===== src/hdl/charger_status_pkg.sv =====
// Purpose: constants for the charger status and fault register bank
// Assumes: byte-wide registers read over the two-wire serial port
// Notes: all status fields are live, read-only and reset to zero

package charger_status_pkg;

	localparam int REG_W = 8;
	localparam int NUM_REGS = 4;
	localparam int STATUS_W = REG_W * NUM_REGS;

	// register offsets
	localparam logic [7:0] OFS_CHARGER_STATUS_THREE = 8'h1E;
	localparam logic [7:0] OFS_CHARGER_STATUS_FOUR = 8'h1F;
	localparam logic [7:0] OFS_FAULT_STATUS_ZERO = 8'h20;
	localparam logic [7:0] OFS_FAULT_STATUS_ONE = 8'h21;

	localparam logic [REG_W-1:0] REG_RESET = 8'h00;

	// implemented-bit masks; reserved positions read zero
	localparam logic [REG_W-1:0] MASK_STATUS_THREE = 8'hFE;
	localparam logic [REG_W-1:0] MASK_STATUS_FOUR = 8'h1F;
	localparam logic [REG_W-1:0] MASK_FAULT_ZERO = 8'hFF;
	localparam logic [REG_W-1:0] MASK_FAULT_ONE = 8'hF4;

	// byte lanes of the packed status vector
	localparam int LANE_STATUS_THREE = 0;
	localparam int LANE_STATUS_FOUR = 8;
	localparam int LANE_FAULT_ZERO = 16;
	localparam int LANE_FAULT_ONE = 24;

	// status three fields
	localparam int BIT_INPUT2_FET = 7;
	localparam int BIT_INPUT1_FET = 6;
	localparam int BIT_ADC_DONE = 5;
	localparam int BIT_MIN_SYS_REG = 4;
	localparam int BIT_FAST_TMR = 3;
	localparam int BIT_TRICKLE_TMR = 2;
	localparam int BIT_PRECHG_TMR = 1;
	// status four fields
	localparam int BIT_BATT_LOW_BOOST = 4;
	localparam int BIT_TS_COLD = 3;
	localparam int BIT_TS_COOL = 2;
	localparam int BIT_TS_WARM = 1;
	localparam int BIT_TS_HOT = 0;
	// fault zero fields
	localparam int BIT_DISCHG_REG = 7;
	localparam int BIT_BUS_OV = 6;
	localparam int BIT_BAT_OV = 5;
	localparam int BIT_BUS_OC = 4;
	localparam int BIT_BAT_OC = 3;
	localparam int BIT_CONV_OC = 2;
	localparam int BIT_AD2_OV = 1;
	localparam int BIT_AD1_OV = 0;
	// fault one fields
	localparam int BIT_SYS_SHORT = 7;
	localparam int BIT_SYS_OV = 6;
	localparam int BIT_BOOST_OV = 5;
	localparam int BIT_BOOST_UV = 4;
	localparam int BIT_TSHUT = 2;

	// synchroniser vector layout above the status lanes
	localparam int SYNC_ONE_SHOT = 32;
	localparam int SYNC_FORWARD = 33;
	localparam int SYNC_SCL = 34;
	localparam int SYNC_SDA = 35;
	localparam int SYNC_W = 36;

	// serial port
	localparam logic [6:0] TARGET_ADDR_DEFAULT = 7'h2A; // arbitrary value
	localparam logic [3:0] BITS_PER_BYTE = 4'h8;
	localparam logic [3:0] LAST_TX_BIT = 4'h7;

	typedef enum logic [4:0] {
		ST_IDLE = 5'b0_0001,
		ST_RX = 5'b0_0010,
		ST_ACK = 5'b0_0100,
		ST_TX = 5'b0_1000,
		ST_MACK = 5'b1_0000
	} port_state_t;

endpackage : charger_status_pkg


===== src/hdl/sync_if.sv =====
// Purpose: carries raw and synchronised levels between bank and synchroniser
// Assumes: one clock domain on the synchronised side
// Notes: raw side is asynchronous

`timescale 1ns/1ps

interface sync_if import charger_status_pkg::*; ();
	logic [SYNC_W-1:0] raw;
	logic [SYNC_W-1:0] synced;
	modport src (output raw, input synced);
	modport sync (input raw, output synced);
endinterface : sync_if


===== src/hdl/level_sync.sv =====
// Purpose: two-flop synchroniser for all asynchronous level inputs
// Assumes: inputs are slow levels from analog detectors and the serial pins
// Notes: first stage feeds only the second stage

`timescale 1ns/1ps

module level_sync import charger_status_pkg::*; (
	input wire logic core_clk,
	input wire logic rst,
	sync_if.sync port
);

	logic [SYNC_W-1:0] meta_q;
	logic [SYNC_W-1:0] stable_q;

	genvar i;
	generate
		for (i = 0; i < SYNC_W; i++) begin : g_bit
			always_ff @(posedge core_clk) begin
				if (rst) begin
					meta_q[i] <= 1'b0;
					stable_q[i] <= 1'b0;
				end else begin
					meta_q[i] <= port.raw[i];
					stable_q[i] <= meta_q[i];
				end
			end
		end
	endgenerate

	assign port.synced = stable_q;

endmodule : level_sync


===== src/hdl/charger_status_regs.sv =====
// Purpose: charger status and fault registers behind the serial target port
// Assumes: detector outputs are asynchronous levels, active high
// Notes: registers are live snapshots; a read byte is frozen while shifted out

`timescale 1ns/1ps

module charger_status_regs import charger_status_pkg::*; #(
	parameter logic [6:0] TARGET_ADDR = TARGET_ADDR_DEFAULT
) (
	input wire logic core_clk,
	input wire logic rst,
	input wire logic sclIn,
	input wire logic sdaIn,
	output logic sdaOut,
	output logic sdaOe,
	input wire logic input2BlockingFetPresent,
	input wire logic input1BlockingFetPresent,
	input wire logic adcConversionDone,
	input wire logic adcOneShotMode,
	input wire logic minSystemRegulationActive,
	input wire logic forwardMode,
	input wire logic fastChargeTimerExpired,
	input wire logic trickleTimerExpired,
	input wire logic prechargeTimerExpired,
	input wire logic batteryTooLowForBoost,
	input wire logic thermistorColdZone,
	input wire logic thermistorCoolZone,
	input wire logic thermistorWarmZone,
	input wire logic thermistorHotZone,
	input wire logic dischargeCurrentRegulation,
	input wire logic inputBusOvervoltage,
	input wire logic batteryOvervoltage,
	input wire logic inputBusOvercurrent,
	input wire logic batteryOvercurrent,
	input wire logic converterOvercurrent,
	input wire logic adapter2Overvoltage,
	input wire logic adapter1Overvoltage,
	input wire logic systemRailShort,
	input wire logic systemRailOvervoltage,
	input wire logic boostOutputOvervoltage,
	input wire logic boostOutputUndervoltage,
	input wire logic thermalShutdownActive,
	output logic [STATUS_W-1:0] statusView
);

	////////////////////////////////////////////////////////////////////////
	// synchronise every asynchronous level

	sync_if syncPort ();

	always_comb begin
		syncPort.raw = '0;
		syncPort.raw[LANE_STATUS_THREE+BIT_INPUT2_FET] =
			input2BlockingFetPresent;
		syncPort.raw[LANE_STATUS_THREE+BIT_INPUT1_FET] =
			input1BlockingFetPresent;
		syncPort.raw[LANE_STATUS_THREE+BIT_ADC_DONE] = adcConversionDone;
		syncPort.raw[LANE_STATUS_THREE+BIT_MIN_SYS_REG] =
			minSystemRegulationActive;
		syncPort.raw[LANE_STATUS_THREE+BIT_FAST_TMR] = fastChargeTimerExpired;
		syncPort.raw[LANE_STATUS_THREE+BIT_TRICKLE_TMR] = trickleTimerExpired;
		syncPort.raw[LANE_STATUS_THREE+BIT_PRECHG_TMR] = prechargeTimerExpired;
		syncPort.raw[LANE_STATUS_FOUR+BIT_BATT_LOW_BOOST] =
			batteryTooLowForBoost;
		syncPort.raw[LANE_STATUS_FOUR+BIT_TS_COLD] = thermistorColdZone;
		syncPort.raw[LANE_STATUS_FOUR+BIT_TS_COOL] = thermistorCoolZone;
		syncPort.raw[LANE_STATUS_FOUR+BIT_TS_WARM] = thermistorWarmZone;
		syncPort.raw[LANE_STATUS_FOUR+BIT_TS_HOT] = thermistorHotZone;
		syncPort.raw[LANE_FAULT_ZERO+BIT_DISCHG_REG] =
			dischargeCurrentRegulation;
		syncPort.raw[LANE_FAULT_ZERO+BIT_BUS_OV] =
			inputBusOvervoltage;
		syncPort.raw[LANE_FAULT_ZERO+BIT_BAT_OV] =
			batteryOvervoltage;
		syncPort.raw[LANE_FAULT_ZERO+BIT_BUS_OC] =
			inputBusOvercurrent;
		syncPort.raw[LANE_FAULT_ZERO+BIT_BAT_OC] =
			batteryOvercurrent;
		syncPort.raw[LANE_FAULT_ZERO+BIT_CONV_OC] =
			converterOvercurrent;
		syncPort.raw[LANE_FAULT_ZERO+BIT_AD2_OV] =
			adapter2Overvoltage;
		syncPort.raw[LANE_FAULT_ZERO+BIT_AD1_OV] =
			adapter1Overvoltage;
		syncPort.raw[LANE_FAULT_ONE+BIT_SYS_SHORT] =
			systemRailShort;
		syncPort.raw[LANE_FAULT_ONE+BIT_SYS_OV] =
			systemRailOvervoltage;
		syncPort.raw[LANE_FAULT_ONE+BIT_BOOST_OV] =
			boostOutputOvervoltage;
		syncPort.raw[LANE_FAULT_ONE+BIT_BOOST_UV] =
			boostOutputUndervoltage;
		syncPort.raw[LANE_FAULT_ONE+BIT_TSHUT] =
			thermalShutdownActive;
		syncPort.raw[SYNC_ONE_SHOT] = adcOneShotMode;
		syncPort.raw[SYNC_FORWARD] = forwardMode;
		// pins pass inverted, so cleared syncs read as an idle bus
		syncPort.raw[SYNC_SCL] = ~sclIn;
		syncPort.raw[SYNC_SDA] = ~sdaIn;
	end

	level_sync u_level_sync (
		.core_clk(core_clk),
		.rst(rst),
		.port(syncPort)
	);

	////////////////////////////////////////////////////////////////////////
	// live status bank

	logic [STATUS_W-1:0] status_q;
	logic [STATUS_W-1:0] status_d;
	logic [STATUS_W-1:0] syncBits;

	assign syncBits = syncPort.synced[STATUS_W-1:0];

	always_comb begin
		status_d = syncBits;
		// conversion-done means nothing outside one-shot mode
		status_d[LANE_STATUS_THREE+BIT_ADC_DONE] =
			syncBits[LANE_STATUS_THREE+BIT_ADC_DONE] &
			syncPort.synced[SYNC_ONE_SHOT];
		status_d[LANE_STATUS_THREE+BIT_MIN_SYS_REG] =
			syncBits[LANE_STATUS_THREE+BIT_MIN_SYS_REG] &
			syncPort.synced[SYNC_FORWARD];
		// reserved positions forced low regardless of the vector
		status_d[LANE_STATUS_THREE+:REG_W] =
			status_d[LANE_STATUS_THREE+:REG_W] & MASK_STATUS_THREE;
		status_d[LANE_STATUS_FOUR+:REG_W] =
			status_d[LANE_STATUS_FOUR+:REG_W] & MASK_STATUS_FOUR;
		status_d[LANE_FAULT_ZERO+:REG_W] =
			status_d[LANE_FAULT_ZERO+:REG_W] & MASK_FAULT_ZERO;
		status_d[LANE_FAULT_ONE+:REG_W] =
			status_d[LANE_FAULT_ONE+:REG_W] & MASK_FAULT_ONE;
	end

	// no latching: each cycle replaces the previous condition
	always_ff @(posedge core_clk) begin
		if (rst) begin
			status_q <= {NUM_REGS{REG_RESET}};
		end else begin
			status_q <= status_d;
		end
	end

	always_ff @(posedge core_clk) begin
		if (rst) begin
			statusView <= {NUM_REGS{REG_RESET}};
		end else begin
			statusView <= status_d;
		end
	end

	// unmapped offsets read zero
	function automatic logic [REG_W-1:0] readReg(
		input logic [7:0] ofs,
		input logic [STATUS_W-1:0] bank
	);
		case (ofs)
			OFS_CHARGER_STATUS_THREE: readReg = bank[LANE_STATUS_THREE+:REG_W];
			OFS_CHARGER_STATUS_FOUR: readReg = bank[LANE_STATUS_FOUR+:REG_W];
			OFS_FAULT_STATUS_ZERO: readReg = bank[LANE_FAULT_ZERO+:REG_W];
			OFS_FAULT_STATUS_ONE: readReg = bank[LANE_FAULT_ONE+:REG_W];
			default: readReg = REG_RESET;
		endcase
	endfunction : readReg

	////////////////////////////////////////////////////////////////////////
	// serial line conditions

	logic sclS;
	logic sdaS;
	logic sclPrev_q;
	logic sdaPrev_q;
	logic sclRise;
	logic sclFall;
	logic startSeen;
	logic stopSeen;

	assign sclS = ~syncPort.synced[SYNC_SCL];
	assign sdaS = ~syncPort.synced[SYNC_SDA];

	always_ff @(posedge core_clk) begin
		if (rst) begin
			sclPrev_q <= 1'b1;
			sdaPrev_q <= 1'b1;
		end else begin
			sclPrev_q <= sclS;
			sdaPrev_q <= sdaS;
		end
	end

	assign sclRise = sclS & ~sclPrev_q;
	assign sclFall = ~sclS & sclPrev_q;
	assign startSeen = sclS & sclPrev_q & sdaPrev_q & ~sdaS;
	assign stopSeen = sclS & sclPrev_q & ~sdaPrev_q & sdaS;

	////////////////////////////////////////////////////////////////////////
	// target state machine

	port_state_t state_q;
	logic [3:0] bitCnt_q;
	logic [7:0] shift_q;
	logic [7:0] ptr_q;
	logic addrByte_q;
	logic ptrByte_q;
	logic readDir_q;
	logic [REG_W-1:0] readByte;

	// byte under the pointer, loaded whole before it is shifted out
	assign readByte = readReg(ptr_q, status_q);

	always_ff @(posedge core_clk) begin
		if (rst) begin
			state_q <= ST_IDLE;
			bitCnt_q <= '0;
			shift_q <= '0;
			ptr_q <= '0;
			addrByte_q <= 1'b0;
			ptrByte_q <= 1'b0;
			readDir_q <= 1'b0;
			sdaOe <= 1'b0;
		end else if (startSeen) begin
			// repeated start keeps the pointer
			state_q <= ST_RX;
			bitCnt_q <= '0;
			addrByte_q <= 1'b1;
			ptrByte_q <= 1'b0;
			sdaOe <= 1'b0;
		end else if (stopSeen) begin
			state_q <= ST_IDLE;
			sdaOe <= 1'b0;
		end else begin
			case (state_q)
				ST_IDLE: begin
					sdaOe <= 1'b0;
				end
				ST_RX: begin
					if (sclRise) begin
						shift_q <= {shift_q[6:0], sdaS};
						bitCnt_q <= bitCnt_q + 4'h1;
					end else if (sclFall && bitCnt_q == BITS_PER_BYTE) begin
						if (addrByte_q && shift_q[7:1] != TARGET_ADDR) begin
							state_q <= ST_IDLE;
						end else begin
							if (addrByte_q) begin
								readDir_q <= shift_q[0];
							end else if (ptrByte_q) begin
								ptr_q <= shift_q;
							end
							// data bytes are acknowledged but not stored
							state_q <= ST_ACK;
							sdaOe <= 1'b1;
						end
					end
				end
				ST_ACK: begin
					if (sclFall) begin
						bitCnt_q <= '0;
						addrByte_q <= 1'b0;
						ptrByte_q <= addrByte_q & ~readDir_q;
						if (addrByte_q && readDir_q) begin
							shift_q <= readByte;
							sdaOe <= ~readByte[7];
							state_q <= ST_TX;
						end else begin
							sdaOe <= 1'b0;
							state_q <= ST_RX;
						end
					end
				end
				ST_TX: begin
					if (sclFall) begin
						if (bitCnt_q == LAST_TX_BIT) begin
							sdaOe <= 1'b0;
							ptr_q <= ptr_q + 8'h01;
							state_q <= ST_MACK;
						end else begin
							shift_q <= {shift_q[6:0], 1'b0};
							sdaOe <= ~shift_q[6];
							bitCnt_q <= bitCnt_q + 4'h1;
						end
					end
				end
				ST_MACK: begin
					if (sclRise && sdaS) begin
						// not-acknowledge ends the read burst
						state_q <= ST_IDLE;
					end else if (sclFall) begin
						bitCnt_q <= '0;
						shift_q <= readByte;
						sdaOe <= ~readByte[7];
						state_q <= ST_TX;
					end
				end
				default: begin
					state_q <= ST_IDLE;
					sdaOe <= 1'b0;
				end
			endcase
		end
	end

	// open drain: only ever pulls low
	always_ff @(posedge core_clk) begin
		if (rst) begin
			sdaOut <= 1'b0;
		end else begin
			sdaOut <= 1'b0;
		end
	end

endmodule : charger_status_regs


===== config.mk =====
export PLATFORM = sky130hd
export DESIGN_NAME = charger_status_regs
export DESIGN_NICKNAME = d
export VERILOG_FILES = /design/src/hdl/charger_status_pkg.sv /design/src/hdl/sync_if.sv /design/src/hdl/level_sync.sv /design/src/hdl/charger_status_regs.sv
export SDC_FILE = /design/constraint.sdc
export NUM_CORES = 1
export LEC_CHECK = 0
export ABC_AREA = 1
export BUFFER_PORTS_ARGS = -buffer_cell sky130_fd_sc_hd__buf_2
export CAP_MARGIN = 15
export CORE_UTILIZATION = 55
export CTS_CLUSTER_SIZE = 10
export DETAILED_ROUTE_END_ITERATION = 12
export PLACE_DENSITY = 0.87
export SYNTH_ARGS = -nofsm -noshare
export SYNTH_HDL_FRONTEND = slang
export SYNTH_SLANG_ARGS = --single-unit

===== constraint.sdc =====
create_clock -name core_clk -period 1.86 [get_ports core_clk]
set_input_delay 0.093 -clock core_clk [delete_from_list [all_inputs] [get_ports core_clk]]
set_output_delay 0.093 -clock core_clk [all_outputs]
set_load 0.05 [all_outputs]

* After elaboration in Yosys (flattened, before gate mapping)
Index checks and enable logic that the tools add are counted.
** Cells by class
- Bitwise operators :: 24
- Shifts and indexed selects :: 0
- Div/mod/pow operators :: 0
- Add/sub/neg operators :: 2
- $mul :: 0
- Multiplexer cells :: 49
- Magnitude comparators :: 0
- Equality and inequality tests :: 34
- Reduce and logical (&&, ||, !) cells :: 19
** Operators with widths (number)
- 2-to-1 mux 8 bit :: 14
- case mux 8 bit (4 select lines) :: 2
- 2-to-1 mux 5 bit :: 7
- != test 2 bit (second input constant) :: 14
- AND reduction 7 bit :: 4
- case mux 5 bit (5 select lines) :: 1
- 2-to-1 mux 4 bit :: 6
- != test 4 bit (second input constant) :: 5
- AND reduction 10 bit :: 2
- == test 8 x 5 -> 1 bit (second input constant) :: 2
- == test 8 x 6 -> 1 bit (second input constant) :: 2
- case mux 4 bit (4 select lines) :: 1
- case mux 8 bit (2 select lines) :: 1
- inverter 1 bit :: 14
- 2-to-1 mux 1 bit :: 13
- bitwise AND 1 bit :: 10
- adder 8 x 1 -> 8 bit (second input constant) :: 1
- != test 7 x 6 -> 1 bit (second input constant) :: 1
- != test 3 bit (second input constant) :: 2
- AND reduction 3 bit :: 2
- AND reduction 6 bit :: 1
- nonzero test 2 bit :: 3
- == test 5 x 1 -> 1 bit (second input constant) :: 1
- == test 5 x 2 -> 1 bit (second input constant) :: 1
- other kinds (14) :: 18
** Word-level totals
- RAM bits :: 0
- Memories kept :: 0
- Logic and storage cells :: 199
- Output and inout bits :: 34
- Latch bits :: 0
- Bits in registers :: 121
- Bits in read-only memories :: 0
- Bits of input ports :: 31

* Longest topological paths before layout
Gate-level depths: netlist of run 1.
- Depth after elaboration :: 8
- Depth in mapped cells :: 12
- Mapped depth without buffers :: 12

* By module
Synthesis of run 1 repeated with hierarchy kept, for this count alone.
** Second synthesis, totals
- Cells, all modules :: 738
- Area, all modules :: 5261.3 sq um
** Modules (own cells, without submodules)
- charger_status_regs :: sequential area each 1121.1 sq um, area each 3189.3 sq um, instances 1, cells each 514
- level_sync :: sequential area each 1441.4 sq um, area each 2072.0 sq um, instances 1, cells each 224

* Worst setup path after synthesis of run 1
No wires, ideal clock.
- Path type :: register -> register
- Start :: reg state_q[3]
- End :: reg shift_q[1]
- Setup time :: 0.113 ns
- Stages on the path, launching flop included :: 11
- Data required time :: 1.747 ns
- Path slack :: 0.388 ns
- Arrival time :: 1.359 ns
- Path buffers :: 1
- Clock period less this slack :: 1.472 ns
- Path through :: dfxtp_1 > inv_2 > nor2_1 > nand3_2 > nand2_1 > nor2_2 > nor2_4 > nand2_4 > buf_6 > nor2_1 > nor2_1
** On the way
- Longest elaborated chain between the ends :: 3
- Elaborated cells on any way between the ends :: 14
- Those cells by class :: eq/ne (11); mux (1); reduce/logical (2)
** Ends and longest elaborated chain
- from (decl) :: RTL line charger_status_regs.sv:201 : port_state_t state_q;
- from (signal assigned) :: RTL line charger_status_regs.sv:215 : state_q <= ST_IDLE;
- from (signal assigned) :: RTL line charger_status_regs.sv:225 : state_q <= ST_RX;
- from (signal assigned) :: RTL line charger_status_regs.sv:231 : state_q <= ST_IDLE;
- == test 5 x 3 -> 1 bit (tied with other cells) :: RTL line charger_status_regs.sv:234 : case (state_q)
- != test 2 bit (no line) or nonzero test 4 bit (tied branches)
- AND reduction 10 bit (no line)
- to (signal assigned) :: RTL line charger_status_regs.sv:240 : shift_q <= {shift_q[6:0], sdaS};
- to (signal assigned) :: RTL line charger_status_regs.sv:263 : shift_q <= readByte;
- to (signal assigned) :: RTL line charger_status_regs.sv:279 : shift_q <= {shift_q[6:0], 1'b0};
- to (decl) :: RTL line charger_status_regs.sv:203 : logic [7:0] shift_q;
Several ways; a longest one is shown, not always the timed one.
A chain may end at the register's enable or synchronous reset.

* Worst setup path in the final report of run 1
- Start :: reg state_q[4]
- End :: reg bitCnt_q[1]
** On the way
- Longest elaborated chain between the ends :: 3
- Elaborated cells on any way between the ends :: 11
- Those cells by class :: eq/ne (8); mux (1); reduce/logical (2)
** Ends and longest elaborated chain
- == test 5 bit (tied with other cells) :: RTL line charger_status_regs.sv:234
- nonzero test 4 bit (no line) or != test 2 bit (tied branches)
- AND reduction 6 bit (no line)
- to (signal assigned) :: RTL line charger_status_regs.sv:241 : bitCnt_q <= bitCnt_q + 4'h1;
- to (signal assigned) :: RTL line charger_status_regs.sv:281 : bitCnt_q <= bitCnt_q + 4'h1;
- to (decl) :: RTL line charger_status_regs.sv:202 : logic [3:0] bitCnt_q;
Several ways; a longest one is shown, not always the timed one.

==> impl_metrics.ini, run 1 <==
[outcome]
status = complete, no violations

[clock_tree]
htree_levels = 4
cts_buffer_depth = 2
worstSkewPairLatency_ns = 0.52
cts-buffers-inserted = 17
clock-root-buffer = sky130_fd_sc_hd__clkbuf_8
cts.sink_count = 114
tritoncts = yes
cts.reportedPaths.clkPinSlew_ns = 0.06

[drt]
route.final.wire_length_um = 14400
drtPass1Iterations = 5
detail_route.vias_per_cell = 5.20
routed_wire_length_per_instance_um = 15.4
total_number_of_vias = 4839
route.detailed.drc = 0
dr.first_iter.drc_count = 431
final_antenna_net_count = 0

[critical_path]
cp-end-kind = flop
path_max_fanout = 6
critical_path.startpoint_type = flop
worst-endpoint-arrival_ns = 2.21
cp_data_required_time_ns = 2.30
worst-setup-path-type = flop to flop

[min_path]
worst_hold_path_type = input port to flop

[synthesis]
post-synth-top-area-cell = sky130_fd_sc_hd__dfxtp_1
synth.yosys.seq_area_share_pct = 46.7
ys_warn_count = 0
post_synth_instance_area_um2 = 4880
synth_area_per_cell_um2 = 6.93
postSynthCellCount = 705
synth.area.top_cells = sky130_fd_sc_hd__dfxtp_1, sky130_fd_sc_hd__nor2_1, sky130_fd_sc_hd__nand2_1
netlist.area_leader.share_pct = 46.7
synth_cell_types = 32
yosys_register_bits = 114

[cells_and_area]
fin_nets = 846
finalNonFillerCells = 930
area.sequential_um2 = 2290
final_layout_size_suffix_gt1_share_pct = 17.5
filler_cell_count = 588
finalCoreUtilization_pct = 72.3
antenna_cells = 0
multi_input_comb_area_um2 = 2060
area_growth_syn_to_fin_pct = 28.5

[global_routing]
antenna_found_initial = 0
global_route_wire_length_before_repair_um = 22300
maximum_number_of_pins_on_one_net_before_global_route_repair = 84
grt_pass1_vias = 4617
groute.usage.overall_pct = 32.9
grt_overflow = 0

[timing]
setup_viol_count_final = 0
timing.final.hold_violations = 0
layout_worst_path_cycle_share_pct = 95.1
finClkSkew_ns = 0.00619
timing.setup.tns_ns = 0
timing.fmax_mhz = 565
layout_setup_ws_ns = 0.0914
final_max_slew_viol_count = 0
final_period_minus_worst_setup_slack_ns = 1.77

[place]
place_ws_ns = 0.0185
io_buffers = 56
dpl.hpwl_um = 7780
place.detailed.instances = 860
routability_driven_placement_congestion_ratio = 0.903

[die]
start_util_pct = 56.3
design.portCount = 65
floorplan.die.width_um = 96.2
floorplan.die.height_um = 96.2
floorplan.rows = 34
core_region_area_um2 = 8680
dieArea_um2 = 9260

[power]
swShare_pct = 31.8
power.internal_mw = 4.87
total_leakage_power_nw = 3.17
combPwrFrac_pct = 17.3
clockPowerShare_pct = 44.3
seq_power_share_pct = 38.4
power-per-cell-area_nw_per_um2 = 1140
vdd_ir_drop_max_uv = 791
net-switching-power_mw = 2.27

[flow_run]
maxCapViolations = 0
cells in the final DEF (no fill, tap or decap), types with 2 or more instances in the layout:
cell type and instances:
sky130_fd_sc_hd__nor2_1 152, sky130_fd_sc_hd__nand2_1 142, sky130_fd_sc_hd__inv_1 124, sky130_fd_sc_hd__dfxtp_1 110
sky130_fd_sc_hd__nand3_1 58, sky130_fd_sc_hd__buf_2 56, sky130_fd_sc_hd__dlygate4sd3_1 30, sky130_fd_sc_hd__clkbuf_16 16
sky130_fd_sc_hd__buf_4 15, sky130_fd_sc_hd__o21ai_0 13, sky130_fd_sc_hd__nand4_1 12, sky130_fd_sc_hd__a21oi_1 11
sky130_fd_sc_hd__nor2_4 9, sky130_fd_sc_hd__conb_1 8, sky130_fd_sc_hd__inv_6 7, sky130_fd_sc_hd__inv_2 6
sky130_fd_sc_hd__nor2_2 6, sky130_fd_sc_hd__ha_1 6, sky130_fd_sc_hd__nand3_2 4, sky130_fd_sc_hd__clkinvlp_4 4
sky130_fd_sc_hd__xor2_1 4, sky130_fd_sc_hd__dfxtp_2 4, sky130_fd_sc_hd__nor2_8 2, sky130_fd_sc_hd__nand2_2 2
sky130_fd_sc_hd__nand2_4 2, sky130_fd_sc_hd__nor3_1 2, sky130_fd_sc_hd__clkbuf_8 2, sky130_fd_sc_hd__clkinv_4 2
logic make-up (layout without fill, tap and decap cells):
| group | after synthesis | after routing | share of synthesized area (%) |
|---|---|---|---|
| other | 1 | 8 | 0.0768 |
| AO/OA/AOI/OAI | 29 | 29 | 3.15 |
| buffers and inverters | 157 | 267 | 13.0 |
| adder cells (fa/ha/maj) | 6 | 6 | 1.54 |
| AND/OR/NAND/NOR | 394 | 394 | 34.8 |
| flip-flops | 114 | 114 | 46.7 |
| XOR/XNOR | 4 | 4 | 0.717 |
metrics by stage:
stage	total power, mW	hold WS [ns]	area [µm²]
after CTS	6.94	0.252	6150
after floorplan	3.57	0.160	4910
after detailed placement	3.79	0.253	5270
after global placement	3.75	0.245	5270
after global routing	7.43	0.272	6270
final	7.15	0.288	6270
Yosys cell counts, drive strengths merged:
| cell type | n |
|---|---|
| ha | 6 |
| conb | 1 |
| nand3 | 63 |
| clkinv | 1 |
| a31oi | 1 |
| nor2 | 169 |
| nor3b | 1 |
| o21a | 1 |
| o22ai | 1 |
| nand4 | 13 |
| buf | 16 |
| dfxtp | 114 |
| o21ai | 14 |
| xor2 | 4 |
| clkbuf | 9 |
| nor3 | 2 |
| nand2 | 146 |
| inv | 131 |
| a21oi | 12 |
path summary, 6_finish.rpt:
kind / from / cells past startpoint / slack [ns] / to
worst max register to register: state_q[4]$_SDFFE_PP0P_ / 11 / 0.09 / bitCnt_q[1]$_SDFFE_PP0P_
worst min register to register: u_level_sync.port.synced[23]$_SDFF_PP0_ / 2 / 0.40 / statusView[23]$_SDFF_PP0_
worst max-delay path: state_q[4]$_SDFFE_PP0P_ / 11 / 0.09 / bitCnt_q[1]$_SDFFE_PP0P_
worst min-delay path: sdaIn / 3 / 0.29 / u_level_sync.meta_q[35]$_SDFF_PP0_
state kept, by name, indices dropped and copies added (netlist names):
register                  count
sdaOe                         1
sdaPrev_q                     1
ptr_q                         8
ptrByte_q                     1
u_level_sync.port.synced     29
statusView                   25
bitCnt_q                      4
readDir_q                     1
shift_q                       8
u_level_sync.meta_q          29
state_q                       5
sclPrev_q                     1
addrByte_q                    1
power groups by stage:
stage          combinational, mW  sequential, mW  clock (mW)
3_3_place_gp               0.992            2.76           0
6_report                    1.23            2.74        3.17
4_1_cts                     1.09            2.72        3.13
2_1_floorplan              0.773            2.79           0
3_5_place_dp                1.02            2.77           0
5_1_grt                     1.37            2.76        3.30
critical path, stage by stage (launching register included):
cell and delay (ns):
sky130_fd_sc_hd__dfxtp_2 0.39, sky130_fd_sc_hd__clkinvlp_4 0.16, sky130_fd_sc_hd__buf_4 0.17, sky130_fd_sc_hd__nand2_2 0.08, sky130_fd_sc_hd__nor2_4 0.05, sky130_fd_sc_hd__nand2_1 0.08, sky130_fd_sc_hd__nand2_1 0.10, sky130_fd_sc_hd__nor2_4 0.20
sky130_fd_sc_hd__nand2_1 0.15, sky130_fd_sc_hd__nand2_1 0.11, sky130_fd_sc_hd__nand2_1 0.07, sky130_fd_sc_hd__nor2_2 0.13
routing by layer:
metal	vias up	part of all wire [%]	wire, µm	track usage, %
met4	0	3.9	563	15.4
li1	2317	-	-	-
met1	2193	37	5300	37.6
met3	64	8.0	1140	7.98
met5	-	0	0	0
met2	265	51	7350	57.4
timing repair:
item,CTS,global route
gates cloned,0,1
hold endpoints to repair,32,0
pin swaps,0,1
buffers inserted,0,7
hold buffers,30,0
resized for setup,3,20
setup endpoints to repair,3,23
final cells by class:
type / count / share of cell area (%)
flip-flops and latches: 114 / 36.5
repair inverters: 1 / 0.0798
clock buffers: 18 / 6.82
multi-input cells: 441 / 32.9
repair buffers: 102 / 11.4
clock inverters: 14 / 2.27
inverters: 132 / 7.96
well taps: 108 / 2.15
Note: power is estimated with default switching activity, not from simulation.
==> inputs of run 2 (changes only) <==
Settings changed: CORE_ASPECT_RATIO set to 1.2.
==> impl_metrics.ini, run 2 (synthesis gave the netlist of run 1 again) <==
[drt]
route.detailed.drc = 12
route.final.wire_length_um = 19300
maxUsedRoutingLayer = met4
met3_wirelength_um = 2510
routed_wire_length_per_instance_um = 20.3
drtPass1Iterations = 13
wl_met2_um = 8720
detail_route.vias_per_cell = 5.93
dr.first_iter.drc_count = 1203
wirelength_met1_um = 6110
total_number_of_vias = 5645
final_antenna_net_count = 0

[critical_path]
cp-end-kind = flop
critPathMaxStageDelay_ns = 0.37
slowest_stage = sky130_fd_sc_hd__dfxtp_4
path_max_fanout = 7
worst-setup-path-type = flop to flop
cp_data_required_time_ns = 2.28
worst-endpoint-arrival_ns = 2.39
worstRegToRegCells = 11
critical_path.startpoint_type = flop
crit_chain = inv_1 -> ha_1 -> inv_1 -> nor2_4 -> buf_4 -> nand3_1 -> nand4_1 -> nand2_1 -> nand2_1 -> nor2_2 -> nor2_1

[clock_tree]
htree_levels = 4
cts_buffer_depth = 2
worstSkewPairLatency_ns = 0.52
cts.sink_count = 114
cts.reportedPaths.clkPinSlew_ns = 0.07
clock-root-buffer = sky130_fd_sc_hd__clkbuf_8
cts-buffers-inserted = 17
tritoncts = yes

[cells_and_area]
finalCoreUtilization_pct = 74.9
fin_nets = 859
final_area_um2 = 6450
top_library_cells_by_usage_in_the_layout_fill_and_taps_aside = sky130_fd_sc_hd__nor2_1, sky130_fd_sc_hd__nand2_1, sky130_fd_sc_hd__inv_1, sky130_fd_sc_hd__dfxtp_1, sky130_fd_sc_hd__buf_2
antenna_cells = 0
area_growth_syn_to_fin_pct = 32.0
final_common_cell = sky130_fd_sc_hd__nor2_1
final_layout_size_suffix_gt1_share_pct = 20.7

[die]
design.portCount = 65
floorplan.die.width_um = 88.0
floorplan.die.height_um = 105
core_region_area_um2 = 8610
dieArea_um2 = 9260
start_util_pct = 56.7
floorplan.rows = 37

[timing]
layout_worst_path_cycle_share_pct = 106
finClkSkew_ns = 0.0125
timing.fmax_mhz = 509
final_period_minus_worst_setup_slack_ns = 1.96
final_max_slew_viol_count = 0
setup_viol_count_final = 5
max_slew_margin_pct = 55.3
layout_setup_ws_ns = -0.104
timing.final.hold_violations = 0
max_slew.worst_pin.slew_ns = 0.666

[power]
power-per-cell-area_nw_per_um2 = 1170
vdd_ir_drop_max_uv = 983
total_leakage_power_nw = 3.25
post-layout-total-power_mw = 7.52

[place]
routability_driven_placement_congestion_ratio = 0.901
io_buffers = 56
dpl.hpwl_um = 8240
place_ws_ns = 0.0997
instance_area_at_placement_um2 = 5290

[flow_run]
maxCapViolations = 0

[global_routing]
antenna_found_initial = 0
grt_overflow = 0
maximum_number_of_pins_on_one_net_before_global_route_repair = 49
grt_pass1_vias = 5443
global_route_wire_length_before_repair_um = 28100
groute.usage.overall_pct = 41.0

[outcome]
status = finished with violations
violations_in_the_final_reports = design-rule violations, negative setup slack

[min_path]
min_path_cells = 3
worst_hold_path_type = input port to flop
-- run 2: cell types whose count changed in the layout (fill, tap and decap cells not counted), moves of 3 or more --
cell / delta
sky130_fd_sc_hd__dfxtp_1: -4
sky130_fd_sc_hd__nor2_1: -4
sky130_fd_sc_hd__nor2_2: +7
sky130_fd_sc_hd__nand2_1: -4
sky130_fd_sc_hd__inv_1: -3
sky130_fd_sc_hd__nand2_2: +5
sky130_fd_sc_hd__nand3_2: +3
sky130_fd_sc_hd__nand3_1: -3
sky130_fd_sc_hd__dfxtp_2: +3
sky130_fd_sc_hd__buf_4: +8
-- run 2: final cells by class --
type | instances | area [µm²]
well taps | 117 | 146
clock buffers | 18 | 418
multi-input cells | 443 | 2100
inverters | 132 | 500
fillers | 518 | 2160
clock inverters | 14 | 166
repair buffers | 114 | 816
flip-flops and latches | 114 | 2290
-- run 2: path summary, 6_finish.rpt --
check | start | endpoint | slack, ns
worst max-delay path | ptr_q[0]$_SDFFE_PP0P_ | shift_q[2]$_SDFFE_PP0P_ | -0.10
worst min-delay path | sclIn | u_level_sync.meta_q[34]$_SDFF_PP0_ | 0.28
worst max register to register | ptr_q[0]$_SDFFE_PP0P_ | shift_q[2]$_SDFFE_PP0P_ | -0.10
worst min register to register | u_level_sync.meta_q[29]$_SDFF_PP0_ | u_level_sync.port.synced[29]$_SDFF_PP0_ | 0.41
-- run 2: worst max-delay path: cells and delay by family, from the launching register on --
| family | cells | cell delay (ns) |
|---|---|---|
| and+or+nand+nor | 7 | 0.90 |
| DFF | 1 | 0.37 |
| buffers and inverters | 3 | 0.36 |
| adders and majority gates | 1 | 0.21 |
-- run 2: per-layer routing --
metal  vias up  track usage (%)
li1       2343                -
met4         0             30.1
met5         -             1.21
met1      2491             44.6
met2       571             65.2
met3       240             13.9
-- run 2: timing repair --
item                                    4_1_cts  5_1_grt
resized for setup                             1       43
endpoints found under the setup margin        2       21
hold buffers                                 32        0
pin swaps                                     0       11
setup buffers                                 0       16
hold endpoints to repair                     33        0
gates cloned                                  0        2
-- run 2: where the power goes --
group          leakage (nW)  switching (mW)  internal (mW)
Clock                 0.278            1.39           1.95
Sequential            0.938           0.153           2.60
Combinational          2.03           0.951          0.467
-- run 2: metrics by stage --
stage               hold WS (ns)  std cells  setup TNS [ns]
floorplan                  0.160        712               0
global placement           0.248        870               0
detailed placement         0.252        870               0
CTS                        0.248        934               0
global route               0.312        952          -0.768
finish                     0.280        952          -0.224
==> inputs of run 3 (changes only) <==
Settings changed: SETUP_SLACK_MARGIN set to 0.1.
==> impl_metrics.ini, run 3 (synthesis gave the netlist of run 1 again) <==
[timing]
layout_worst_path_cycle_share_pct = 101
timing.final.hold_violations = 0
layout_setup_ws_ns = -0.0108
finalHoldWorstSlack_ns = 0.276
timing.fmax_mhz = 535
timing.setup.tns_ns = -0.0127
finClkSkew_ns = 0.0120
final_period_minus_worst_setup_slack_ns = 1.87
max_slew.worst_pin.slew_ns = 0.523
setup_viol_count_final = 2
grt_setup_unrepaired = true
max_slew_margin_pct = 65.2
final_max_slew_viol_count = 0

[clock_tree]
cts.reportedPaths.clkPinSlew_ns = 0.07
cts_buffer_depth = 2
cts-buffers-inserted = 17
tritoncts = yes
cts.sink_count = 114
htree_levels = 4
clock-root-buffer = sky130_fd_sc_hd__clkbuf_8
worstSkewPairLatency_ns = 0.54

[die]
core_region_area_um2 = 8610
design.portCount = 65
floorplan.rows = 37
floorplan.die.width_um = 88.0
dieArea_um2 = 9260
start_util_pct = 56.7
floorplan.die.height_um = 105

[critical_path]
worstReg2RegEnd = shift_q[4]$_SDFFE_PP0P_
crit_chain = inv_2 -> ha_1 -> nand3_1 -> inv_4 -> nand2_1 -> nand2_1 -> nor2_2 -> nor2_2 -> nand2_1 -> nand2_1 -> nor2_1 -> nor2_1
cp_data_required_time_ns = 2.30
slowest_stage = sky130_fd_sc_hd__dfxtp_4
cp-end-kind = flop
critical_path.startpoint_type = flop
timing.critical_path.max_delay_family = simple AND/OR/NAND/NOR gates
worst-endpoint-arrival_ns = 2.31
regToRegSetupSlack_ns = -0.01
path_max_fanout = 8
worst-setup-path-type = flop to flop
crit-reg2reg-launch = ptr_q[0]$_SDFFE_PP0P_
worstRegToRegCells = 12
timing.critical_path.mode_cell = sky130_fd_sc_hd__nand2_1
timing.critical_path.buf_inv = 2
critPathMaxStageDelay_ns = 0.38

[outcome]
violations_in_the_final_reports = negative setup slack
status = finished with violations

[power]
power-per-cell-area_nw_per_um2 = 1160
vdd_ir_drop_max_uv = 1050
total_leakage_power_nw = 3.28
post-layout-total-power_mw = 7.68

[place]
io_buffers = 56
routability_driven_placement_congestion_ratio = 0.901
dpl.hpwl_um = 8240

[cells_and_area]
top_library_cells_by_usage_in_the_layout_fill_and_taps_aside = sky130_fd_sc_hd__nor2_1, sky130_fd_sc_hd__nand2_1, sky130_fd_sc_hd__inv_1, sky130_fd_sc_hd__dfxtp_1, sky130_fd_sc_hd__buf_2
multi_input_comb_area_um2 = 2220
finalCoreUtilization_pct = 77.0
final_layout_size_suffix_gt1_share_pct = 24.7
final_common_cell = sky130_fd_sc_hd__nor2_1
area_growth_syn_to_fin_pct = 35.8
fin_nets = 862
filler_cell_count = 489
antenna_cells = 0
area.sequential_um2 = 2310

[drt]
detail_route.vias_per_cell = 6.03
route.final.wire_length_um = 20400
drtPass1Iterations = 12
total_number_of_vias = 5755
routed_wire_length_per_instance_um = 21.4
route.detailed.drc = 0
final_antenna_net_count = 0
dr.first_iter.drc_count = 1180

[global_routing]
globalRouteMet2Util_pct = 65.3
grt_overflow = 0
groute.usage.overall_pct = 41.2
global_route_wire_length_before_repair_um = 28200
maximum_number_of_pins_on_one_net_before_global_route_repair = 49
global_route.usage.met3_pct = 13.9
grt_busiest_layer = met2
grt_pass1_vias = 5411
met1_usage_pct = 45.4
antenna_found_initial = 0

[min_path]
hold_end = u_level_sync.meta_q[34]$_SDFF_PP0_
hold_startpoint = sclIn
min_path_cells = 3
worst_hold_path_type = input port to flop

[flow_run]
maxCapViolations = 0
-- run 3: metrics by stage --
stage	setup slack (ns)	cell area, µm²	cells
after floorplan	0.388	4910	712
after global placement	0.140	5290	870
after detailed placement	0.0997	5290	870
after CTS	0.118	6200	934
after global routing	-0.380	6630	955
final	-0.0108	6630	955
-- run 3: per-layer routing --
layer | up-vias | wire [µm]
met5 | - | 0
met4 | 0 | 2130
met3 | 259 | 2570
met2 | 595 | 9310
met1 | 2548 | 6430
li1 | 2353 | -
-- run 3: tightest hold or removal path: stages --
cell	delay [ns]
sky130_fd_sc_hd__dlygate4sd3_1	0.54
sky130_fd_sc_hd__buf_2	0.10
sky130_fd_sc_hd__nor2_1	0.03
-- run 3: final cells by class --
cell class,instances,area share [%]
Clock buffer,18,6.30
Tap cell,117,2.21
Sequential cell,114,34.8
Timing Repair Buffer,116,13.0
Multi-Input combinational cell,444,33.6
Inverter,132,7.64
Clock inverter,14,2.51
-- run 3: timing repair --
action / CTS / global route
hold endpoints to repair: 33 / 0
pin swaps: 0 / 25
setup endpoints to repair: 12 / 26
hold buffers: 32 / 0
gates cloned: 0 / 3
setup buffers: 0 / 18
gates resized for setup: 5 / 87
-- run 3: worst max path at each step --
stage,startpoint,end,slack [ns],cells past startpoint
after floorplan,state_q[3]$_SDFFE_PP0P_,shift_q[1]$_SDFFE_PP0P_,0.39,10
after global placement,u_level_sync.port.synced[34]$_SDFF_PP0_,shift_q[4]$_SDFFE_PP0P_,0.14,9
after detailed placement,state_q[4]$_SDFFE_PP0P_,ptr_q[3]$_SDFFE_PP0P_,0.1,10
after CTS,state_q[0]$_SDFFE_PP1P_,bitCnt_q[1]$_SDFFE_PP0P_,0.12,10
after global routing,ptr_q[0]$_SDFFE_PP0P_,shift_q[4]$_SDFFE_PP0P_,-0.38,12
final,ptr_q[0]$_SDFFE_PP0P_,shift_q[4]$_SDFFE_PP0P_,-0.01,12
-- run 3: where the power goes --
part | total [mW] | switching (mW) | internal, mW | leakage, nW
Clock | 3.37 | 1.42 | 1.95 | 0.278
Combinational | 1.53 | 1.01 | 0.518 | 2.06
Sequential | 2.78 | 0.168 | 2.61 | 0.941
